[src/shared/cpg_consts.vh]
// Constants for the carrier pulse generator: register map, fields, resets.
// Assumes a 32-bit AHB-Lite slave with one aligned word per register.
`ifndef CPG_CONSTS_VH
`define CPG_CONSTS_VH

// Register byte offsets (haddr[4:0]).
`define CPG_ADDR_W 5
`define CPG_OFS_CTRL 5'h00
`define CPG_OFS_LOW_CMP 5'h04
`define CPG_OFS_HIGH_CMP 5'h08
`define CPG_OFS_GATE 5'h0c
`define CPG_OFS_STATUS 5'h10

// Control register fields.
`define CPG_CTRL_RUN 0
`define CPG_CTRL_MODE 1
`define CPG_CTRL_CKS_LO 2
`define CPG_CTRL_CKS_HI 4

// Gate register fields.
`define CPG_GATE_BUF 0
`define CPG_GATE_ACT 1

// Status register fields.
`define CPG_ST_CNT_LO 0
`define CPG_ST_CNT_HI 7
`define CPG_ST_CARRIER 8
`define CPG_ST_SEL_HIGH 9
`define CPG_ST_EVT_REQ 10
`define CPG_ST_HIGH_PEND 11

// Reset values.
`define CPG_RST_CTRL 5'h00
`define CPG_RST_CMP 8'h01

// Count clocks a new high width must age before it may be transferred.
`define CPG_HIGH_AGE 2'h3

// AHB encodings.
`define CPG_HTRANS_NONSEQ 2'h2
`define CPG_HTRANS_SEQ 2'h3

`endif

[src/rtl/cpg_carrier.v]
// Carrier generator: 8-bit timer making a carrier, gated by an envelope.
// Assumes an AHB-Lite master and an envelope interrupt from another domain.
//
// Functional notes
// - Low phase width from low compare, high phase width from high compare.
// - Mode 0 pin follows gate; mode 1 gate 1 passes carrier, else low.
// - Gate uses buffer (read/write) and active (read-only) bit pair.
// - Envelope interrupt is synchronised to count clock as sync event.
// - Buffer copied to active gate on second count clock after event rise.
// - Run enable starts counting; carrier stays low until first match.
// - First comparison after start uses the low compare value.
// - Low match: irq, invert carrier, clear counter, compare high next.
// - High match: irq, invert carrier, clear counter, compare low next.
// - Period is N+M+2 count clocks, M+1 of them high.
// - New high value transfers at old match, only after three clocks.
// - Gate rising starts pin carrier at next carrier rising edge.
// - Gate falling while carrier high keeps pin high to carrier fall.
// - Envelope interrupt is delivered at the synchronised event timing.
// - Clearing run enable stops counting.
// - Stopping returns compare irq and output pin to default low.
//
// The register offsets and register access over AHB-Lite were chosen for this implementation.
`timescale 1ns/100ps
`default_nettype none
`include "cpg_consts.vh"

module cpg_carrier (
  // Clock and reset
  input wire hclk,
  input wire hresetn,
  // AHB-Lite slave
  input wire hsel,
  input wire [31:0] haddr,
  input wire [1:0] htrans,
  input wire hwrite,
  input wire [2:0] hsize,
  input wire hready,
  input wire [31:0] hwdata,
  output reg [31:0] hrdata,
  output reg hreadyout,
  output reg hresp,
  // Envelope timer
  input wire envelope_timer_irq,
  output reg envelope_sync_event,
  // Timer outputs
  output reg compare_match_irq,
  output reg timer_output_pin
);

  // Software-visible state.
  reg run_enable_bit;
  reg remote_carrier_mode_bit;
  reg [2:0] count_clock_select;
  reg [7:0] low_width_compare;
  reg [7:0] high_width_compare;
  reg buffer_gate_bit;
  reg active_gate_bit;
  reg event_request;

  // Timer state.
  reg [7:0] prescale;
  reg [7:0] counter;
  reg [7:0] high_active;
  reg high_pending;
  reg [1:0] high_age;
  reg compare_high;
  reg carrier;
  reg gate_open;
  reg env_prev;
  reg transfer_arm;

  // Bus data-phase state.
  reg wr_pending;
  reg [`CPG_ADDR_W-1:0] wr_addr;

  wire env_level;
  wire [7:0] div_mask;
  wire count_tick;
  wire [7:0] compare_value;
  wire match;
  wire bus_take;
  wire [`CPG_ADDR_W-1:0] bus_addr;
  wire env_rise;
  reg [31:0] next_rdata;
  reg next_pin;

  cpg_sync u_env_sync (
    .hclk(hclk),
    .hresetn(hresetn),
    .async_in(envelope_timer_irq),
    .level(env_level)
  );

  // Count clock enable: hclk divided by 2 to the power of the select field.
  assign div_mask = ~(8'hff << count_clock_select);
  assign count_tick = ((prescale & div_mask) == div_mask);

  assign compare_value = compare_high ? high_active : low_width_compare;
  assign match = (counter == compare_value);
  assign env_rise = env_level & ~env_prev;

  assign bus_take = hsel & hready & (htrans == `CPG_HTRANS_NONSEQ ||
                                     htrans == `CPG_HTRANS_SEQ);
  assign bus_addr = haddr[`CPG_ADDR_W-1:0];

  always @(posedge hclk or negedge hresetn) begin
    if (!hresetn) begin
      prescale <= 8'h00;
    end else begin
      prescale <= prescale + 8'h01;
    end
  end

  // Bus slave: zero wait states, always OKAY, writes land in the data phase.
  always @(posedge hclk or negedge hresetn) begin
    if (!hresetn) begin
      hreadyout <= 1'b0;
      hresp <= 1'b0;
      hrdata <= 32'h00000000;
      wr_pending <= 1'b0;
      wr_addr <= 5'h00;
    end else begin
      hreadyout <= 1'b1;
      hresp <= 1'b0;
      if (hready) begin
        wr_pending <= bus_take & hwrite;
        wr_addr <= bus_addr;
      end
      if (bus_take && !hwrite) begin
        hrdata <= next_rdata;
      end
    end
  end

  always @* begin
    next_rdata = 32'h00000000;
    if (bus_addr == `CPG_OFS_CTRL) begin
      next_rdata[`CPG_CTRL_RUN] = run_enable_bit;
      next_rdata[`CPG_CTRL_MODE] = remote_carrier_mode_bit;
      next_rdata[`CPG_CTRL_CKS_HI:`CPG_CTRL_CKS_LO] = count_clock_select;
    end else if (bus_addr == `CPG_OFS_LOW_CMP) begin
      next_rdata[7:0] = low_width_compare;
    end else if (bus_addr == `CPG_OFS_HIGH_CMP) begin
      next_rdata[7:0] = high_width_compare;
    end else if (bus_addr == `CPG_OFS_GATE) begin
      next_rdata[`CPG_GATE_BUF] = buffer_gate_bit;
      next_rdata[`CPG_GATE_ACT] = active_gate_bit;
    end else if (bus_addr == `CPG_OFS_STATUS) begin
      next_rdata[`CPG_ST_CNT_HI:`CPG_ST_CNT_LO] = counter;
      next_rdata[`CPG_ST_CARRIER] = carrier;
      next_rdata[`CPG_ST_SEL_HIGH] = compare_high;
      next_rdata[`CPG_ST_EVT_REQ] = event_request;
      next_rdata[`CPG_ST_HIGH_PEND] = high_pending;
    end
  end

  // Control, compare and gate registers written from the bus.
  always @(posedge hclk or negedge hresetn) begin
    if (!hresetn) begin
      run_enable_bit <= 1'b0;
      remote_carrier_mode_bit <= 1'b0;
      count_clock_select <= 3'h0;
      low_width_compare <= `CPG_RST_CMP;
      high_width_compare <= `CPG_RST_CMP;
      buffer_gate_bit <= 1'b0;
    end else if (wr_pending) begin
      if (wr_addr == `CPG_OFS_CTRL) begin
        run_enable_bit <= hwdata[`CPG_CTRL_RUN];
        remote_carrier_mode_bit <= hwdata[`CPG_CTRL_MODE];
        count_clock_select <= hwdata[`CPG_CTRL_CKS_HI:`CPG_CTRL_CKS_LO];
      end else if (wr_addr == `CPG_OFS_LOW_CMP) begin
        low_width_compare <= hwdata[7:0];
      end else if (wr_addr == `CPG_OFS_HIGH_CMP) begin
        high_width_compare <= hwdata[7:0];
      end else if (wr_addr == `CPG_OFS_GATE) begin
        buffer_gate_bit <= hwdata[`CPG_GATE_BUF];
      end
    end
  end

  // Envelope event: sampled on count clocks, held for one count clock.
  // The request flag is write-one-to-clear; a new event beats the clear.
  always @(posedge hclk or negedge hresetn) begin
    if (!hresetn) begin
      env_prev <= 1'b0;
      envelope_sync_event <= 1'b0;
      transfer_arm <= 1'b0;
      active_gate_bit <= 1'b0;
      event_request <= 1'b0;
    end else begin
      if (count_tick) begin
        env_prev <= env_level;
        envelope_sync_event <= env_rise;
        transfer_arm <= envelope_sync_event;
        if (transfer_arm) begin
          active_gate_bit <= buffer_gate_bit;
        end
      end
      if (count_tick && env_rise) begin
        event_request <= 1'b1;
      end else if (wr_pending && wr_addr == `CPG_OFS_STATUS &&
                   hwdata[`CPG_ST_EVT_REQ]) begin
        event_request <= 1'b0;
      end
    end
  end

  // Carrier timer. A stop clears everything back to the default levels.
  always @(posedge hclk or negedge hresetn) begin
    if (!hresetn) begin
      counter <= 8'h00;
      compare_high <= 1'b0;
      carrier <= 1'b0;
      compare_match_irq <= 1'b0;
    end else if (!run_enable_bit) begin
      counter <= 8'h00;
      compare_high <= 1'b0;
      carrier <= 1'b0;
      compare_match_irq <= 1'b0;
    end else if (count_tick) begin
      compare_match_irq <= match;
      if (match) begin
        // Each phase lasts compare+1 ticks, giving N+M+2 in total.
        counter <= 8'h00;
        carrier <= ~carrier;
        compare_high <= ~compare_high;
      end else begin
        counter <= counter + 8'h01;
      end
    end
  end

  // High width shadow. A write is only eligible after three count clocks,
  // so a match that comes sooner keeps the old width for one more phase.
  always @(posedge hclk or negedge hresetn) begin
    if (!hresetn) begin
      high_active <= `CPG_RST_CMP;
      high_pending <= 1'b0;
      high_age <= 2'h0;
    end else if (!run_enable_bit) begin
      high_active <= high_width_compare;
      high_pending <= 1'b0;
      high_age <= 2'h0;
    end else if (wr_pending && wr_addr == `CPG_OFS_HIGH_CMP) begin
      high_pending <= 1'b1;
      high_age <= 2'h0;
    end else if (count_tick && high_pending) begin
      if (match && compare_high && high_age == `CPG_HIGH_AGE) begin
        high_active <= high_width_compare;
        high_pending <= 1'b0;
      end else if (high_age != `CPG_HIGH_AGE) begin
        high_age <= high_age + 2'h1;
      end
    end
  end

  // When running, the gate only opens or closes while the carrier is low, so in mode 1 the pin
  // never starts mid-pulse and never cuts a high phase short.
  always @* begin
    next_pin = 1'b0;
    if (run_enable_bit) begin
      if (remote_carrier_mode_bit) begin
        next_pin = gate_open & carrier;
      end else begin
        next_pin = active_gate_bit;
      end
    end
  end

  always @(posedge hclk or negedge hresetn) begin
    if (!hresetn) begin
      gate_open <= 1'b0;
      timer_output_pin <= 1'b0;
    end else begin
      if (!run_enable_bit) begin
        gate_open <= 1'b0;
      end else if (!carrier) begin
        gate_open <= active_gate_bit;
      end
      timer_output_pin <= next_pin;
    end
  end

endmodule // cpg_carrier

`default_nettype wire

[src/rtl/cpg_sync.v]
// Three-stage synchroniser for one asynchronous level input.
// Assumes the input may change at any time relative to hclk.
`timescale 1ns/100ps
`default_nettype none

module cpg_sync (
  // Clock and reset
  input wire hclk,
  input wire hresetn,
  // Asynchronous input and filtered level
  input wire async_in,
  output reg level
);

  reg stage1;
  reg stage2;
  reg stage3;

  // The level only moves once the second and third stages agree.
  always @(posedge hclk or negedge hresetn) begin
    if (!hresetn) begin
      stage1 <= 1'b0;
      stage2 <= 1'b0;
      stage3 <= 1'b0;
      level <= 1'b0;
    end else begin
      stage1 <= async_in;
      stage2 <= stage1;
      stage3 <= stage2;
      if (stage2 == stage3) begin
        level <= stage3;
      end
    end
  end

endmodule // cpg_sync

`default_nettype wire

[config.mk]
export PLATFORM = sky130hd
export DESIGN_NAME = cpg_carrier
export DESIGN_NICKNAME = d
export VERILOG_FILES = /design/src/rtl/cpg_carrier.v /design/src/rtl/cpg_sync.v
export VERILOG_INCLUDE_DIRS = /design/src /design/src/shared
export SDC_FILE = /design/constraint.sdc
export NUM_CORES = 1
export LEC_CHECK = 0
export BUFFER_PORTS_ARGS = -buffer_cell sky130_fd_sc_hd__buf_2
export CAP_MARGIN = 15
export CORE_ASPECT_RATIO = 0.75
export CORE_MARGIN = 4
export CORE_UTILIZATION = 56
export DETAILED_ROUTE_END_ITERATION = 6
export PLACE_DENSITY_LB_ADDON = 0.3
export SLEW_MARGIN = 0
export SYNTH_ARGS = -nofsm -noshare
export SYNTH_HDL_FRONTEND = slang
export SYNTH_SLANG_ARGS = --single-unit
[constraint.sdc]
create_clock -name hclk -period 3 [get_ports hclk]
set_input_delay 0 -clock hclk [delete_from_list [all_inputs] [get_ports hclk]]
set_output_delay 0 -clock hclk [all_outputs]
set_load 0.005 [all_outputs]
## Yosys cells after proc, flatten, opt, wreduce, memory -nomap -nowiden

Index checks and enable logic that the tools add are counted.
Widths: inputs -> output; s select.

- Register bits after elaboration: 82
- Logic and storage cells: 133

- Add/subtract/negate cells: 3
- Eq/ne operators: 25
- Shifts and indexed selects: 1
- Muxes and demuxes: 40
- Bitwise gates (word level): 13
- Reductions and logical operators: 22

Operators by type and width:

| operator | number |
|---|---|
| $mux 8 | 10 |
| $eq 5x4->1 const B | 4 |
| $mux 1 | 18 |
| $add 8x1->8 const B | 2 |
| $eq 8x8->1 | 2 |
| $mux 12 | 1 |
| $mux 2 | 6 |
| $eq 5x3->1 const B | 2 |
| $eq 5x5->1 const B | 2 |
| $logic_not 5->1 | 2 |
| $mux 10 | 1 |
| $ne 3x1->1 const B | 3 |
| $reduce_and 3->1 | 3 |
| $and 8x8->8 | 1 |
| $logic_and 1x1->1 | 8 |
| $mux 4 | 2 |
| $ne 2x1->1 const B | 4 |
| $not 8->8 | 1 |
| $reduce_and 2->1 | 4 |
| $shl 8x3->8 const A | 1 |
| $mux 7 | 1 |
| $eq 2x2->1 const B | 3 |
| $ne 2x2->1 const B | 3 |
| $not 1->1 | 6 |
| 10 further kinds | 14 |

## Depth between registers and ports, before layout

- Depth after elaboration: 8
- Gate-level depth with buffers: 7

## By module

Synthesis repeated with hierarchy kept, for this count alone.

- Cells, all modules: 367
- Area, all modules: 4051.4 um^2

By module, submodules not included:

| module | times used | cells an instance | area an instance (um^2) | seq. area each (um^2) |
|---|---|---|---|---|
| cpg_carrier | 1 | 362 | 3940.0 | 1930.6 |
| cpg_sync | 1 | 5 | 111.4 | 100.1 |

## Least setup slack after synthesis

Ideal clock, no wire load.

- Path type: flip-flop to flip-flop
- Start point: register wr_addr[1]
- End point: register high_active[1]
- Library setup time: 125 ps
- Data arrival time: 1779 ps
- Required time: 2875 ps
- Slack: 1096 ps
- Cell stages (with the launch flop): 6
- Buffers on the path: 0
- Clock period less this slack: 1904 ps
- Path through: dfrtp_1 nor4b_2 nand3b_1 and3_1 a41oi_4 mux2_2

- Word-level cells in the longest chain between the ends: 4

RTL lines:

| item | RTL line | text |
|---|---|---|
| start, declared | cpg_carrier.v:74 | `` reg [`CPG_ADDR_W-1:0] wr_addr; `` |
| start signal, assigned | cpg_carrier.v:127 | `wr_addr <= bus_addr;` |
| $eq 5x4->1 (no source line) | - |  |
| $logic_and 1x1->1 (no source line) | - |  |
| $ne 2x2->1 (no source line) | - |  |
| $reduce_and 3->1 (no source line) | - |  |
| end signal, assigned | cpg_carrier.v:237 | `` high_active <= `CPG_RST_CMP; `` |
| end signal, assigned | cpg_carrier.v:241 | `high_active <= high_width_compare;` |
| end signal, assigned | cpg_carrier.v:249 | `high_active <= high_width_compare;` |
| end, declared | cpg_carrier.v:63 | `reg [7:0] high_active;` |

Every way passes these cells.
A chain may end at the register's enable or synchronous reset.

## Final worst setup path

- Start point: register compare_high
- End point: register counter[5]

- Word-level cells in the longest chain between the ends: 5

RTL lines:

| item | RTL line | text |
|---|---|---|
| start, declared | cpg_carrier.v:66 | `reg compare_high;` |
| start signal, assigned | cpg_carrier.v:226 | `compare_high <= ~compare_high;` |
| $mux 8 | cpg_carrier.v:98 | `assign compare_value = compare_high ? high_active : low_width_compare;` |
| $eq 8x8->1 | cpg_carrier.v:99 | `assign match = (counter == compare_value);` |
| $mux 8 | cpg_carrier.v:222 | `if (match) begin` |
| $mux 8 | cpg_carrier.v:220 | `end else if (count_tick) begin` |
| $mux 8 | cpg_carrier.v:215 | `end else if (!run_enable_bit) begin` |
| end signal, assigned | cpg_carrier.v:228 | `counter <= counter + 8'h01;` |
| end, declared | cpg_carrier.v:62 | `reg [7:0] counter;` |

Every way passes these cells. The select of a mux whose other input is x is not followed.

==> impl_results.md <==
* Tmin final at 2400 ps
* Post-cts gate resize count at 0
* CTS tree: built
* Setup TNS at 0 ps
* Max-cap violations at 0
* Worst-path clk slew at 80 ps
* Skew-Pair Late Insertion Delay at 360 ps
* CP max stage delay at 740 ps
* Hold Vio Cnt, Final at 0
* CP max FO at 12
* Peak VDD IR at 0.441 mV
* DR vias at 2782
* Maximum clock rate at 417 MHz
* Critical path's slowest cell: dfrtp_1
* Routed WL at 8510 um
* DR WL/cell at 16.9 um
* Unrepaired setup endpoints after global routing: no
* Asr flop ratio synth at 100%
* Clock sink total at 81
* Worst Setup Start Kind: flop
* Nets at 479
* Power per cell area at 621 mW/mm2
* Drt drc at 0
* First-pass detailed-route iteration total at 4
* CP endpoint kind: flop
* Core Region at 0.00686 mm2
* Cells after synthesis at 347
* H-tree depth at 3
* WS Path Type: reg2reg
* Initial detailed-routing violation count at 161
* Hpwl dp at 5850 um
* FP Rows at 26
* Area grow syn2layout at 15.3%
* Io pins at 112
* CTS Hold Bufs at 16
* Antenna Nets Post-Route at 0
* Final instance area at 0.00462 mm2
* CP arrival at 2640 ps
* Die Y at 81.2 um
* Antenna violations before repair at 0
* Part of the Yosys area used for sequential elements at 50.7%
* Fin. max-slew vios at 0
* Critical-path cell list: mux2i_1, xnor2_1, nor4_4, buf_4, nand2_1, a211o_2
* Outcome: complete, no violations
* Slew @ Worst Pin at 1020 ps
* Placed cells at 472
* Tot GR Track Use at 21.6%
* First-pass GRT wire length at 14100 um
* DP Area at 0.00421 mm2
* GPL Wtd Cong at 0.794
* Layout Cells excl Fill at 503
* Final Setup Violations at 0
* Area of the mapped netlist at 0.00400 mm2
* Number of synthesized register bits at 81
* CTS max path bufs at 2
* Number of synthesized flops with an enable pin at 0
* Main flop type after synthesis: dfrtp_1
* Pin count of the biggest net entering global routing at 82
* # diodes at 0
* Total setup buffers inserted after CTS at 0
* Final period util at 79.9%
* Synth cell types at 50
* Fraction of layout instances using a drive strength above 1 at 27.7%
* HP Class: in2reg
* Port Buf Inserts at 36
* Final global-route overflow total at 0
* Starting Density at 58.3%
* Worst path required time at 3250 ps
* Inserted Clock Buffers at 9
* CTS root buffer: clkbuf_8
* Chip width at 106 um
* Die ar. at 0.00858 mm2
* Vias per inst at 5.53
* Leakage at 2.07 nW
* Final Skew at 5.07 ps
* Slew margin rel. at 32.3%
* Synth Area per Inst at 11.5 um2
* Number of global-route vias before repair at 2809
* Synth warn at 0
==> layout by cell type (no fill, tap or decap), types with 11 or more instances in the layout <==
master	netlist	layout
mux2_2	38	38
dlygate4sd3_1	0	16
nand2_1	33	33
nand3_1	11	11
conb_1	2	22
xnor2_1	12	12
a21oi_1	11	11
o21ai_0	19	19
dfrtp_1	78	78
clkbuf_8	0	11
buf_2	0	35
mux2i_1	14	14
==> flip-flops by register name, indices dropped and copies added, names as in the netlist, 2 cells and up <==
register and cells:
count_clock_select 3, counter 8, high_active 8, high_age 2
high_width_compare 8, hrdata 12, low_width_compare 8, prescale 7
wr_addr 5
==> layer usage <==
metal	vias to the layer above	wire length (um)	track usage [%]	part of all wire [%]
met4	0	145	6.47	1.7
met5	-	0	0	0
met2	64	4050	35.2	48
met3	15	509	6.35	6.0
li1	1313	-	-	-
met1	1390	3810	28.4	45
==> logic make-up after synthesis <==
family,share of synthesized area (%)
AND/OR/NAND/NOR,13.6
buffers and inverters,6.38
other,0.188
AO/OA/AOI/OAI,9.78
flip-flops,50.7
multiplexers,15.3
adder cells (fa/ha/maj),1.19
XOR/XNOR,2.84
==> power by group <==
| part | switching (W) | leakage (nW) | internal, W | total [W] |
|---|---|---|---|---|
| sequential | 0.000126 | 1.01 | 0.00126 | 0.00139 |
| combinational | 0.000242 | 0.933 | 0.000254 | 0.000496 |
| clock | 0.000384 | 0.126 | 0.000597 | 0.000980 |
==> cell usage after synthesis (all sizes together), types with 5 or more instances <==
library cell  count  share of area (%)
a22oi             5               0.94
xnor2            12                2.6
nand2b            6               0.94
o21ai            19                2.4
a211o             7                1.7
mux2             38                 11
nand4             5               0.78
nor4              7                1.8
and3              7                1.1
nand2            33                3.1
clkbuf           12                1.1
buf              25                4.8
dfrtp            78                 49
a21oi            11                1.4
nand3            11                1.4
mux2i            14                3.5
==> final timing paths <==
check / slack [ps] / endpoint / depth (start not counted) / startpoint
worst max-delay path: 600 / counter[5] / 6 / compare_high
worst min-delay path: 20 / wr_addr[4] / 2 / hready
worst max register to register: 600 / counter[5] / 6 / compare_high
worst min register to register: 350 / u_env_sync.stage2 / 0 / u_env_sync.stage1
max in group asynchronous: 1990 / prescale[2] / 2 / hresetn
min in group asynchronous: 350 / carrier / 2 / hresetn
==> area by class of cell <==
type,instances,area (um2)
clock buffers,11,151
clock inverters,4,98.8
fillers,518,2250
inverters,5,18.8
multi-input cells,244,1790
flip-flops and latches,81,2030
well taps,98,123
repair buffers,60,403
==> worst max-delay path, delay by kind of cell, from the launching register on <==
family                 cells  cell delay (ps)
buffers and inverters      1              230
multiplexers               1              320
AND/OR/NAND/NOR            2              520
flip-flops                 1              740
AO/OA/AOI/OAI              1              330
XOR/XNOR                   1              140
==> metrics by stage <==
step	setup slack, ps	hold WS (ps)	utilization (%)	total power, W
final	604	16.8	67.3	0.00287
after global routing	461	7.49	67.3	0.00301
after CTS	596	2.97	67.3	0.00288
after detailed placement	618	111	61.3	0.00189
after global placement	662	111	61.3	0.00186
after floorplan	1100	-296	-	0.00174
(Power assumes the default switching activity.)
